[src/verilog/gost_defs.vh]
`ifndef GOST_DEFS_VH
`define GOST_DEFS_VH

// register addresses on the host register port
`define GOST_ADDR_W          7
`define GOST_A_GYRO_X_TRIM   7'h00
`define GOST_A_GYRO_Y_TRIM   7'h01
`define GOST_A_GYRO_Z_TRIM   7'h02
`define GOST_A_ACCEL_X_TRIM  7'h0d
`define GOST_A_ACCEL_Y_TRIM  7'h0e
`define GOST_A_ACCEL_Z_TRIM  7'h0f
`define GOST_A_GYRO_X_BIAS_H 7'h13
`define GOST_A_GYRO_X_BIAS_L 7'h14
`define GOST_A_GYRO_Y_BIAS_H 7'h15
`define GOST_A_GYRO_Y_BIAS_L 7'h16
`define GOST_A_GYRO_Z_BIAS_H 7'h17
`define GOST_A_GYRO_Z_BIAS_L 7'h18

// trim code storage
`define GOST_TRIM_CNT        6
`define GOST_TRIM_IDX_W      3
`define GOST_TRIM_LAST       3'h5

// reset values
`define GOST_BIAS_RST        16'h0000
`define GOST_BYTE_RST        8'h00
`define GOST_SLEEP_RST       1'b1

// saturation limits of the signed output word
`define GOST_SAT_MAX         16'h7fff
`define GOST_SAT_MIN         16'h8000

// bias step in micro-dps per LSB; same for every axis
`define GOST_BIAS_STEP_UDPS  30500

`endif

[src/verilog/gost_trim_mem.v]
`timescale 1ns/10ps
module gost_trim_mem #(
  parameter DEPTH = 6,
  parameter AW    = 3,
  parameter DW    = 8
) (
  // clock and reset
  input  wire          mclk,
  input  wire          rst_b,
  // write port
  input  wire          wr_en,
  input  wire [AW-1:0] wr_addr,
  input  wire [DW-1:0] wr_data,
  // read port, data one cycle after address
  input  wire [AW-1:0] rd_addr,
  output reg  [DW-1:0] rd_data_r
);

  reg [DW-1:0] mem [0:DEPTH-1];

  always @(posedge mclk) begin
    if (wr_en)
      mem[wr_addr] <= wr_data;
  end

  always @(posedge mclk) begin
    if (!rst_b)
      rd_data_r <= {DW{1'b0}};
    else
      rd_data_r <= mem[rd_addr];
  end

endmodule // gost_trim_mem

[src/verilog/gost_regs.v]
`timescale 1ns/10ps
`include "gost_defs.vh"
module gost_regs #(
  parameter AW = 7
) (
  // clock and reset
  input  wire         mclk,
  input  wire         rst_b,
  // host register port
  input  wire [AW-1:0] reg_addr,
  input  wire         reg_wr,
  input  wire [7:0]   reg_wdata,
  input  wire         reg_rd,
  output reg  [7:0]   reg_rdata_r,
  output reg          reg_rvalid_r,
  output reg          busy_r,
  // power configuration from the power block
  input  wire         pwr_cfg_wr,
  input  wire         pwr_cfg_sleep,
  output reg          sleep_r,
  // factory fuse codes, byte 0 = gyro x ... byte 5 = accel z
  input  wire [47:0]  otp_trim,
  // raw gyro samples
  input  wire         raw_valid,
  input  wire [15:0]  raw_x,
  input  wire [15:0]  raw_y,
  input  wire [15:0]  raw_z,
  // corrected output words
  output reg          out_valid_r,
  output reg  [15:0]  gyro_x_out_r,
  output reg  [15:0]  gyro_y_out_r,
  output reg  [15:0]  gyro_z_out_r
);

  localparam ST_LOAD = 2'b01;
  localparam ST_RUN  = 2'b10;

  reg  [1:0]  state_r;
  reg  [1:0]  state_nxt;
  reg  [2:0]  load_idx_r;
  reg  [7:0]  bias_h_r [0:2];
  reg  [7:0]  bias_l_r [0:2];
  reg  [15:0] bias_r   [0:2];
  reg  [2:0]  seen_h_r;
  reg  [2:0]  seen_l_r;
  reg         rd_p1_r;
  reg         trim_p1_r;
  reg  [7:0]  loc_p1_r;
  reg  [7:0]  loc_val;
  wire [7:0]  mem_rdata;
  wire        run;
  wire        host_trim_wr;
  wire        mem_we;
  wire [2:0]  mem_waddr;
  wire [7:0]  mem_wdata;
  integer     i;

  // maps a trim address to its storage slot; 3'h7 when not a trim address
  function [2:0] trim_idx;
    input [AW-1:0] a;
    begin
      case (a)
        `GOST_A_GYRO_X_TRIM:  trim_idx = 3'h0;
        `GOST_A_GYRO_Y_TRIM:  trim_idx = 3'h1;
        `GOST_A_GYRO_Z_TRIM:  trim_idx = 3'h2;
        `GOST_A_ACCEL_X_TRIM: trim_idx = 3'h3;
        `GOST_A_ACCEL_Y_TRIM: trim_idx = 3'h4;
        `GOST_A_ACCEL_Z_TRIM: trim_idx = 3'h5;
        default:              trim_idx = 3'h7;
      endcase
    end
  endfunction

  // signed add with clamping instead of wrap
  function [15:0] sat_add;
    input [15:0] s;
    input [15:0] b;
    reg   [16:0] sum;
    begin
      sum = {s[15], s} + {b[15], b};
      if (sum[16] != sum[15])
        sat_add = sum[16] ? `GOST_SAT_MIN : `GOST_SAT_MAX;
      else
        sat_add = sum[15:0];
    end
  endfunction

  assign run          = state_r[1];
  assign host_trim_wr = run & reg_wr & (trim_idx(reg_addr) != 3'h7);
  // fuse copy first, then host writes; codes survive until overwritten
  assign mem_we    = state_r[0] | host_trim_wr;
  assign mem_waddr = state_r[0] ? load_idx_r : trim_idx(reg_addr);
  assign mem_wdata = state_r[0] ? otp_trim[load_idx_r*8 +: 8] : reg_wdata;

  gost_trim_mem #(
    .DEPTH (`GOST_TRIM_CNT),
    .AW    (`GOST_TRIM_IDX_W),
    .DW    (8)
  ) u_trim (
    .mclk      (mclk),
    .rst_b     (rst_b),
    .wr_en     (mem_we),
    .wr_addr   (mem_waddr),
    .wr_data   (mem_wdata),
    .rd_addr   (trim_idx(reg_addr)),
    .rd_data_r (mem_rdata)
  );

  always @* begin
    state_nxt = state_r;
    case (state_r)
      ST_LOAD: if (load_idx_r == `GOST_TRIM_LAST) state_nxt = ST_RUN;
      ST_RUN:  state_nxt = ST_RUN;
      default: state_nxt = ST_LOAD;
    endcase
  end

  always @(posedge mclk) begin
    if (!rst_b) begin
      state_r    <= ST_LOAD;
      load_idx_r <= 3'h0;
      busy_r     <= 1'b1;
    end else begin
      state_r    <= state_nxt;
      busy_r     <= (state_nxt != ST_RUN);
      if (state_r[0])
        load_idx_r <= load_idx_r + 3'h1;
    end
  end

  // power-up lands in sleep; only a power configuration write leaves it
  always @(posedge mclk) begin
    if (!rst_b)
      sleep_r <= `GOST_SLEEP_RST;
    else if (pwr_cfg_wr)
      sleep_r <= pwr_cfg_sleep;
  end

  // bias bytes; the working word updates once both halves have arrived
  always @(posedge mclk) begin
    if (!rst_b) begin
      seen_h_r <= 3'h0;
      seen_l_r <= 3'h0;
      for (i = 0; i < 3; i = i + 1) begin
        bias_h_r[i] <= `GOST_BYTE_RST;
        bias_l_r[i] <= `GOST_BYTE_RST;
        bias_r[i]   <= `GOST_BIAS_RST;
      end
    end else begin
      for (i = 0; i < 3; i = i + 1) begin
        if (seen_h_r[i] && seen_l_r[i]) begin
          bias_r[i]   <= {bias_h_r[i], bias_l_r[i]};
          seen_h_r[i] <= 1'b0;
          seen_l_r[i] <= 1'b0;
        end
        // a byte written in the commit cycle starts the next pair
        if (run && reg_wr && reg_addr == `GOST_A_GYRO_X_BIAS_H + 2*i) begin
          bias_h_r[i] <= reg_wdata;
          seen_h_r[i] <= 1'b1;
        end
        if (run && reg_wr && reg_addr == `GOST_A_GYRO_X_BIAS_L + 2*i) begin
          bias_l_r[i] <= reg_wdata;
          seen_l_r[i] <= 1'b1;
        end
      end
    end
  end

  always @* begin
    loc_val = 8'h00;
    case (reg_addr)
      `GOST_A_GYRO_X_BIAS_H: loc_val = bias_h_r[0];
      `GOST_A_GYRO_X_BIAS_L: loc_val = bias_l_r[0];
      `GOST_A_GYRO_Y_BIAS_H: loc_val = bias_h_r[1];
      `GOST_A_GYRO_Y_BIAS_L: loc_val = bias_l_r[1];
      `GOST_A_GYRO_Z_BIAS_H: loc_val = bias_h_r[2];
      `GOST_A_GYRO_Z_BIAS_L: loc_val = bias_l_r[2];
      default:               loc_val = 8'h00;
    endcase
  end

  // two-stage read so trim and bias answers share one latency
  always @(posedge mclk) begin
    if (!rst_b) begin
      rd_p1_r      <= 1'b0;
      trim_p1_r    <= 1'b0;
      loc_p1_r     <= 8'h00;
      reg_rvalid_r <= 1'b0;
      reg_rdata_r  <= 8'h00;
    end else begin
      rd_p1_r      <= reg_rd;
      trim_p1_r    <= run & (trim_idx(reg_addr) != 3'h7);
      loc_p1_r     <= loc_val;
      reg_rvalid_r <= rd_p1_r;
      if (rd_p1_r)
        reg_rdata_r <= trim_p1_r ? mem_rdata : loc_p1_r;
    end
  end

  // bias LSB and sample LSB are the same step, so no scaling here
  always @(posedge mclk) begin
    if (!rst_b) begin
      out_valid_r  <= 1'b0;
      gyro_x_out_r <= 16'h0000;
      gyro_y_out_r <= 16'h0000;
      gyro_z_out_r <= 16'h0000;
    end else begin
      out_valid_r <= raw_valid & ~sleep_r;
      if (raw_valid && !sleep_r) begin
        gyro_x_out_r <= sat_add(raw_x, bias_r[0]);
        gyro_y_out_r <= sat_add(raw_y, bias_r[1]);
        gyro_z_out_r <= sat_add(raw_z, bias_r[2]);
      end
    end
  end

endmodule // gost_regs

[config.mk]
export PLATFORM = sky130hd
export DESIGN_NAME = gost_regs
export DESIGN_NICKNAME = d
export VERILOG_FILES = /design/src/verilog/gost_trim_mem.v /design/src/verilog/gost_regs.v
export VERILOG_INCLUDE_DIRS = /design/src /design/src/verilog
export SDC_FILE = /design/constraint.sdc
export NUM_CORES = 1
export LEC_CHECK = 0
export BUFFER_PORTS_ARGS = -buffer_cell sky130_fd_sc_hd__buf_2
export CORE_MARGIN = 8
export CORE_UTILIZATION = 45
export CTS_CLUSTER_DIAMETER = 50
export DETAILED_ROUTE_END_ITERATION = 12
export HOLD_SLACK_MARGIN = 0.02
export PLACE_DENSITY_LB_ADDON = 0.08
export SLEW_MARGIN = 20
export SYNTH_ARGS = -nofsm -noshare
export SYNTH_HDL_FRONTEND = slang
export SYNTH_SLANG_ARGS = --single-unit
[constraint.sdc]
create_clock -name mclk -period 3.36 [get_ports mclk]
set_input_delay 0.168 -clock mclk [delete_from_list [all_inputs] [get_ports mclk]]
set_output_delay 0.168 -clock mclk [all_outputs]
set_load 0.005 [all_outputs]
-- Word-level counts from Yosys, hierarchy flattened
Memories as Yosys holds them, arrays and structs flattened. A register that Yosys moved wholly into a read port is not among the register bits.
Index checks and enable logic that the tools add are counted.
- add/subtract/negate cells: 4
- equality and inequality tests: 20
- shift-type cells: 1
- multiplexer cells: 62
- bitwise gates (word level): 15
- reductions and logical operators: 20
- operator list (cell ; count):
    16-bit two-way mux ; 9
    8-bit two-way mux ; 8
    16-bit by 16-bit adder with 17-bit output ; 3
    8-bit case mux with 6 select lines ; 1
    48-bit by 7-bit variable part select with 8-bit output ; 1
    7-bit by 5-bit == test with 1-bit output (second input constant) ; 6
    1-bit two-way mux ; 39
    7-bit by 4-bit == test with 1-bit output (second input constant) ; 3
    3-bit case mux with 6 select lines ; 1
    2-bit nonzero test ; 6
    1-bit logical AND ; 11
    1-bit bitwise OR ; 10
    7-bit by 1-bit == test with 1-bit output (second input constant) ; 1
    7-bit by 2-bit == test with 1-bit output (second input constant) ; 1
    7-bit logical NOT ; 1
    3-bit two-way mux ; 2
    3-bit != test (second input constant) ; 2
    1-bit AND ; 4
    2-bit case mux with 2 select lines ; 1
    3-bit by 1-bit adder with 3-bit output (second input constant) ; 1
    3-bit == test (second input constant) ; 1
    1-bit != test ; 3
    2-bit by 1-bit == test with 1-bit output (second input constant) ; 1
    2-bit == test (second input constant) ; 1
    4 further kinds ; 5
- bits in registers: 81
- RAM bits: 144
- bits of input ports: 118
- output and inout bits: 60
- logic and storage cells: 145
- memories: 4
- memories (memory ; depth ; width ; read ports ; clocked after memory_dff ; wr ports ; line ; source):
    bias_r ; 3 ; 16 ; 3 ; 0 ; 3 ; gost_regs.v:43 ; reg [15:0] bias_r [0:2];
    u_trim.mem ; 6 ; 8 ; 1 ; 1 ; 1 ; gost_trim_mem.v:19 ; reg [DW-1:0] mem [0:DEPTH-1];
    bias_h_r ; 3 ; 8 ; 3 ; 0 ; 3 ; gost_regs.v:41 ; reg [7:0] bias_h_r [0:2];
    bias_l_r ; 3 ; 8 ; 3 ; 0 ; 3 ; gost_regs.v:42 ; reg [7:0] bias_l_r [0:2];

-- Longest topological paths before layout
Gate-level depths: netlist of the first run.
- word-level depth: 7
- depth in mapped cells: 13
- depth with buffers taken out: 11

-- Cells and area by module
From an unflattened synthesis of the first run, not the netlist that was laid out.
- cells, all modules: 1091
- area, all modules: 12127.9 µm²
- modules (own cells, without submodules) (module ; instances ; cells an instance ; area an instance (µm²) ; seq. area each (µm²)):
    gost_regs ; 1 ; 979 ; 10065.9 ; 4504.3
    gost_trim_mem ; 1 ; 112 ; 2062.0 ; 1601.5

-- Worst setup path after synthesis of the first run
OpenSTA, ideal clock, no wires.
- path type: register to register
- from: memory bias_r[0][0]
- to: register gyro_x_out_r[14]
- setup time: 70 ps
- data arrival time: 2558 ps
- data required time: 3290 ps
- path slack: 732 ps
- cell stages (with the launch flop): 14
- path buffers: 2
- clock period less this slack: 2628 ps
- path through: edfxtp_1 > ha_1 > inv_1 > fa_1 > nor2b_1 > o31a_1 > o2111ai_1 > a21boi_1 > o21ai_1 > a41o_1 > buf_2 > buf_6 > maj3_1 > a21oi_1
- RTL lines (what ; line ; source):
    start: declaration ; gost_regs.v:43 ;
    end signal: assignment ; gost_regs.v:210 ; gyro_x_out_r <= sat_add(raw_x, bias_r[0]);
    end: declaration ; gost_regs.v:30 ; output reg [15:0] gyro_x_out_r,

==> results of run 1 <==
==> routing by layer <==
layer  vias to the layer above  share of wire [%]  GRT usage [%]
li1                       4387                  -              -
met1                      4036                 46          24.56
met2                       250                 44          28.46
met3                        58                6.5          3.749
met4                         0                2.7          5.569
met5                         -                  0              0
==> cell type report <==
cell class | instances | area, um^2
Fill cell | 2322 | 11800
Sequential cell | 233 | 6106
Multi-Input combinational cell | 773 | 5508
Timing Repair Buffer | 200 | 1081
Clock buffer | 32 | 768.2
Tap cell | 335 | 419.2
Clock inverter | 24 | 265.3
Inverter | 30 | 112.6
==> worst min path at each step <==
stage                      start             end  slack [ns]  depth (start not counted)
detailed placement        reg_rd         rd_p1_r        0.38                          2
finish              reg_wdata[3]  bias_h_r[0][3]        0.09                          2
global placement          reg_rd         rd_p1_r        0.37                          2
CTS                 reg_wdata[3]  bias_h_r[0][3]        0.06                          2
floorplan                 reg_rd         rd_p1_r        0.30                          1
global route        reg_wdata[3]  bias_h_r[0][3]        0.08                          2
==> through the flow <==
step,utilization (%),std cells,hold WS (ns)
global placement,50.60,1567,0.3737
CTS,54.72,1627,0.06325
floorplan,-,1095,0.2953
finish,54.72,1627,0.08575
detailed placement,50.60,1567,0.3831
global route,54.72,1627,0.07630
==> cell usage after synthesis, types with 12 or more instances <==
cell        n
a21oi_1    93
nor2_1     81
nand3_1    17
xor2_1     21
xnor2_1    14
clkbuf_1   48
a211oi_1   23
nand2_1    58
mux2_2     18
mux2i_1    34
maj3_1     35
and2_1     69
edfxtp_1  144
nor3_1     15
a21o_1     18
o21ai_0    75
inv_1      30
ha_1       52
dfxtp_1    89
a21oi_2    12
==> power by group through the flow <==
stage	logic, uW	registers, uW	clock network, uW
floorplan	1190	3680	0
global placement	1580	3780	0
detailed placement	1590	3790	0
CTS	1610	3730	3300
global route	1760	3770	3430
finish	1590	3730	3240
==> kinds of logic (layout without fill, tap and decap cells) <==
| group | Yosys count | count (layout) | share of synthesized area, % |
|---|---|---|---|
| mux | 60 | 60 | 6.042 |
| compound gates | 294 | 294 | 15.68 |
| simple gates | 284 | 284 | 11.81 |
| flops | 233 | 233 | 51.01 |
| fa+ha+maj | 100 | 100 | 9.805 |
| xor+xnor | 35 | 35 | 2.561 |
| buf+inv | 89 | 286 | 3.094 |
==> flip-flops by register name (all words and copies together) (netlist names) <==
name              cells
gyro_y_out_r         16
u_trim.mem           48
bias_h_r             24
seen_l_r              3
gyro_x_out_r         16
out_valid_r           1
reg_rdata_r           8
loc_p1_r              8
reg_rvalid_r          1
busy_r                1
sleep_r               1
seen_h_r              3
rd_p1_r               1
state_r               2
bias_r               48
load_idx_r            3
u_trim.rd_data_r      8
bias_l_r             24
trim_p1_r             1
gyro_z_out_r         16
==> repair_timing <==
item | in CTS | in global routing
resized for setup | 0 | 0
endpoints found under the setup margin | 0 | 0
hold buffers | 4 | 0
endpoints found under the hold margin | 5 | 0
==> flow_summary.json, run 1 <==
{
  "grt_pass1_vias": 8698,
  "cts_num_sinks": 233,
  "period_share_pct": 87.13,
  "die_h_um": 179.1,
  "worstPathCellList": "ha_1 -> inv_1 -> fa_1 -> nor2b_1 -> o31a_1 -> o2111ai_1 -> a21boi_1 -> o21ai_1 -> a41o_1 -> maj3_1 -> a21oi_1",
  "overflow": 0,
  "htreeDepth": 1,
  "grt_pass1_wl_um": 45890,
  "grt_max_degree": 63,
  "synth.net_count": 1268,
  "synth_area_leaders": "edfxtp_1, dfxtp_1, ha_1, a21oi_1, and2_1",
  "num_vias": 8731,
  "leakagePower_uw": 0.005847,
  "yosys_warnings": 0,
  "cts_root_buf": "clkbuf_16",
  "layout-drive-gt1-share_pct": 23.84,
  "p_comb_share_pct": 18.6,
  "worstSkewPairLatency_ns": 0.55,
  "hold_viol": 0,
  "ant_nets": 0,
  "first_iter_violations": 615,
  "cts_tree": "yes",
  "cts_max_path_buffers": 3,
  "swShare_pct": 27.49,
  "dieArea_mm2": 0.03208,
  "ys_seq_elements": 233,
  "pin_count": 178,
  "layout_commonest_cell": "buf_2",
  "nNetsFinal": 1441,
  "power.share.sequential_pct": 43.6,
  "yosys.area.top_type": "edfxtp_1",
  "cap_violations": 0,
  "synth.cell_area_mm2": 0.01197,
  "crit_path_start_kind": "flop",
  "synth.distinct_cells": 71,
  "pre_cts_ws_ns": 0.4450,
  "crit_type": "flop to flop",
  "antenna_found_initial": 0,
  "tightest_slew_ns": 0.8112,
  "clockPowerShare_pct": 37.8,
  "drcViolationCount": 0,
  "ys.flop_type": "edfxtp_1",
  "synthToLayoutAreaGrowth_pct": 19.13,
  "vias_per_cell": 5.366,
  "period_minus_slack_ns": 2.928,
  "reg2reg_setup_slack_ns": 0.43,
  "tns_ns": 0,
  "routed_wl_um": 29670,
  "fin_worst_skew_ns": 0.01688,
  "p_per_area_mw_per_mm2": 600.6,
  "cp.required_ns": 3.83,
  "cp-end-kind": "flop",
  "rsz0062_at_grt": "false",
  "route.detailed.wl_per_inst_um": 18.24,
  "cpPeakStageDelay_ns": 0.47,
  "worst-path-stages": 11,
  "setup_viol": 0,
  "diodes": 0,
  "cp_top_family": "compound AO/OA/AOI/OAI gates",
  "status": "completed",
  "slew_headroom_pct": 45.85,
  "rr_startpoint": "bias_r[0][0]",
  "critPathMaxFanout": 16,
  "critPathCapture": "gyro_x_out_r[2]",
  "slew_viol_final": 0,
  "crit_start": "bias_r[0][0]",
  "dr.pass1.iters": 8,
  "grtUsageTotal_pct": 18.04,
  "finalInstanceArea_mm2": 0.01426,
  "place_area_mm2": 0.01319,
  "finalPower_uw": 8564,
  "max_freq_mhz": 341.6,
  "ir_worst_vdd_mv": 0.3772,
  "power.net_switching_uw": 2354,
  "cp_slowest_cell": "a41o_1",
  "synth.yosys.seq_area_share_pct": 51.01,
  "core_area_mm2": 0.02606,
  "die_width_um": 179.1,
  "globalplace.congestion": 0.8482,
  "yosys.area.top_type_share_pct": 36.12,
  "mostFrequentLayoutCells": "buf_2, edfxtp_1, a21oi_1",
  "r2r.worst_path.cells": 11,
  "cp.arrival_ns": 3.40,
  "synth_cells": 1095,
  "async_flop_share_pct": 0,
  "initial_utilization_pct": 45.94,
  "worstHoldPathType": "input port to flop",
  "cp_num_buf_inv": 1,
  "synth-edff-count": 144,
  "num_rows": 59,
  "internal_power_uw": 6210,
  "cts_made_buffers": 30,
  "clk_pin_slew_ns": 0.06,
  "regToRegEndpoint": "gyro_x_out_r[2]",
  "portBuffers": 177,
  "fin_ws_ns": 0.4323,
  "cts_setup_buffers": 0,
  "syn_area_per_cell_um2": 10.93,
  "hpwl_um": 21980
}
Note: power is estimated with default switching activity, not from simulation.
==> inputs of run 2 (changes only) <==
--- a/config.mk
+++ b/config.mk
@@ -6,13 +6,14 @@
 export SDC_FILE = /design/constraint.sdc
 export NUM_CORES = 1
 export LEC_CHECK = 0
-export BUFFER_PORTS_ARGS = -buffer_cell sky130_fd_sc_hd__buf_2
 export CORE_MARGIN = 8
 export CORE_UTILIZATION = 45
 export CTS_CLUSTER_DIAMETER = 50
 export DETAILED_ROUTE_END_ITERATION = 12
+export DONT_BUFFER_PORTS = 1
 export HOLD_SLACK_MARGIN = 0.02
 export PLACE_DENSITY_LB_ADDON = 0.08
+export SKIP_LAST_GASP = 1
 export SLEW_MARGIN = 20
 export SYNTH_ARGS = -nofsm -noshare
 export SYNTH_HDL_FRONTEND = slang
==> run 2 against run 1 <==
Largest power group unchanged; combinational power is 8% lower; die area unchanged; sequential power hardly changed; flip-flop and latch count unchanged; highest routed layer is now met5; clock-buffer cell count grew 10; fmax down 0.25%; power shrank 2.0%; register-to-register slack about the same; first-iteration DRC count shrank 14%.
==> flow_summary.json, run 2 (same netlist as run 1, synthesis figures left out) <==
{
  "status": "completed",
  "grt_pass1_vias": 7852,
  "dr.pass1.iters": 4,
  "period_minus_slack_ns": 2.935,
  "worstHoldPathType": "input port to flop",
  "grt_max_degree": 63,
  "cts_resized": 0,
  "tns_ns": 0,
  "initial_utilization_pct": 45.94,
  "setup_viol": 0,
  "portBuffers": 0,
  "routed_wl_um": 29810,
  "leakagePower_uw": 0.005142,
  "multi_input_area_mm2": 0.005508,
  "synthToLayoutAreaGrowth_pct": 13.01,
  "fin_cells": 1469,
  "p_comb_share_pct": 17.5,
  "layout_commonest_cell": "edfxtp_1",
  "cp_slowest_cell": "a41o_1",
  "rsz0062_at_grt": "false",
  "cts_max_path_buffers": 3,
  "mostFrequentLayoutCells": "edfxtp_1, a21oi_1, dfxtp_1",
  "worstPathCellList": "ha_1 -> a21o_1 -> or3_1 -> o2111ai_1 -> a21boi_1 -> o21ai_1 -> a41o_1 -> maj3_2 -> a21oi_2",
  "antenna_found_initial": 6,
  "cts_made_buffers": 31,
  "cts_num_sinks": 233,
  "num_rows": 59,
  "first_iter_violations": 527,
  "dp.cells": 1388,
  "fin_worst_skew_ns": 0.02037,
  "fillers": 2325,
  "worstSkewPairLatency_ns": 0.55,
  "grt_pass1_wl_um": 45260,
  "period_share_pct": 87.35,
  "cp.required_ns": 3.76,
  "ir_worst_vdd_mv": 0.4896,
  "layout-drive-gt1-share_pct": 11.95,
  "tightest_slew_ns": 1.032,
  "cap_violations": 0,
  "globalplace.congestion": 0.8432,
  "slew_headroom_pct": 31.12,
  "clk_pin_slew_ns": 0.06,
  "nNetsFinal": 1278,
  "power.share.sequential_pct": 44.3,
  "hold_viol": 0,
  "register_area_mm2": 0.006106,
  "core_area_mm2": 0.02606,
  "cp-end-kind": "flop",
  "ant_nets": 0,
  "reg.largest.list": "bias_r: 48 flops, u_trim.mem: 48 flops",
  "grtUsageTotal_pct": 18.01,
  "cp.arrival_ns": 3.34,
  "htreeDepth": 1,
  "power.net_switching_uw": 2316,
  "crit_path_start_kind": "flop",
  "vias_per_cell": 5.557,
  "crit_type": "flop to flop",
  "die_width_um": 179.1,
  "cpPeakStageDelay_ns": 0.63,
  "drcViolationCount": 0,
  "pin_count": 178,
  "cts_root_buf": "clkbuf_16",
  "critPathMaxFanout": 16,
  "cts_tree": "yes",
  "internal_power_uw": 6075,
  "swShare_pct": 27.60,
  "route.detailed.wl_per_inst_um": 20.29,
  "hpwl_um": 21580,
  "max_freq_mhz": 340.7,
  "dieArea_mm2": 0.03208,
  "p_per_area_mw_per_mm2": 620.3,
  "overflow": 0,
  "clockPowerShare_pct": 38.2,
  "num_vias": 8163,
  "slew_viol_final": 0,
  "die_h_um": 179.1
}
==> run 2: changes by cell type in the layout (fill, tap and decap cells not counted), moves of 3 or more <==
cell           change
clkinv_1           -6
dlygate4sd3_1     +14
bufinv_16          -4
clkbuf_1           +3
clkbuf_8           +4
diode_2            +4
buf_2            -177
clkbuf_16          +3
==> run 2: per-stage QoR <==
stage	power (uW)	util [%]	cell area [um^2]	setup slack (ns)	hold slack (ns)
after global routing	8764	51.90	13530	0.1835	0.06679
final	8391	51.91	13530	0.4249	0.04801
after floorplan	4869	-	11970	0.7321	0.2953
after global placement	5201	47.15	12290	0.5178	0.2620
after detailed placement	5223	47.15	12290	0.4703	0.2608
after CTS	8466	51.88	13520	0.4242	0.02868
==> run 2: power by group through the flow <==
stage / registers (uW) / logic, uW / clock network, uW
2_1_floorplan: 3680 / 1190 / 0
3_3_place_gp: 3780 / 1420 / 0
3_5_place_dp: 3780 / 1440 / 0
4_1_cts: 3720 / 1480 / 3260
5_1_grt: 3760 / 1640 / 3370
6_report: 3720 / 1470 / 3200
==> run 2: worst paths after layout <==
kind / cells past startpoint / slack [ns] / startpoint / end
min: 2 / 0.05 / reg_wdata[2] / u_trim.mem[2][2]
max: 9 / 0.42 / bias_r[0][7] / gyro_x_out_r[13]
min reg2reg: 2 / 0.49 / seen_l_r[2] / seen_l_r[2]
max reg2reg: 9 / 0.42 / bias_r[0][7] / gyro_x_out_r[13]
==> run 2: metal layers <==
metal | share of wire [%] | GRT usage (%) | wire length [um] | vias to the layer above
li1 | - | - | - | 4073
met1 | 45 | 24.46 | 13520 | 3785
met2 | 45 | 28.38 | 13280 | 257
met3 | 7.7 | 4.486 | 2304 | 44
met4 | 2.3 | 4.544 | 689 | 4
met5 | 0.074 | 0 | 22 | -
==> run 2: cell type report <==
class | count | share of cell area [%]
Sequential cell | 233 | 45.13
Clock inverter | 16 | 0.9064
Clock buffer | 42 | 6.724
Inverter | 30 | 0.8324
Timing Repair Buffer | 36 | 2.516
Multi-Input combinational cell | 773 | 40.71
Antenna cell | 4 | 0.07399
Tap cell | 335 | 3.098
==> run 2: repair_timing <==
| item | in CTS | in global routing |
|---|---|---|
| setup buffers | 0 | 0 |
| hold buffers | 19 | 0 |
| hold endpoints to repair | 155 | 0 |
==> run 2: critical path, delay by kind of cell, from the launching register on <==
kind	cells	cell delay [ns]
AOI/OAI and AO/OA	6	1.35
adders and majority gates	2	0.70
and+or+nand+nor	1	0.33
DFF	1	0.40
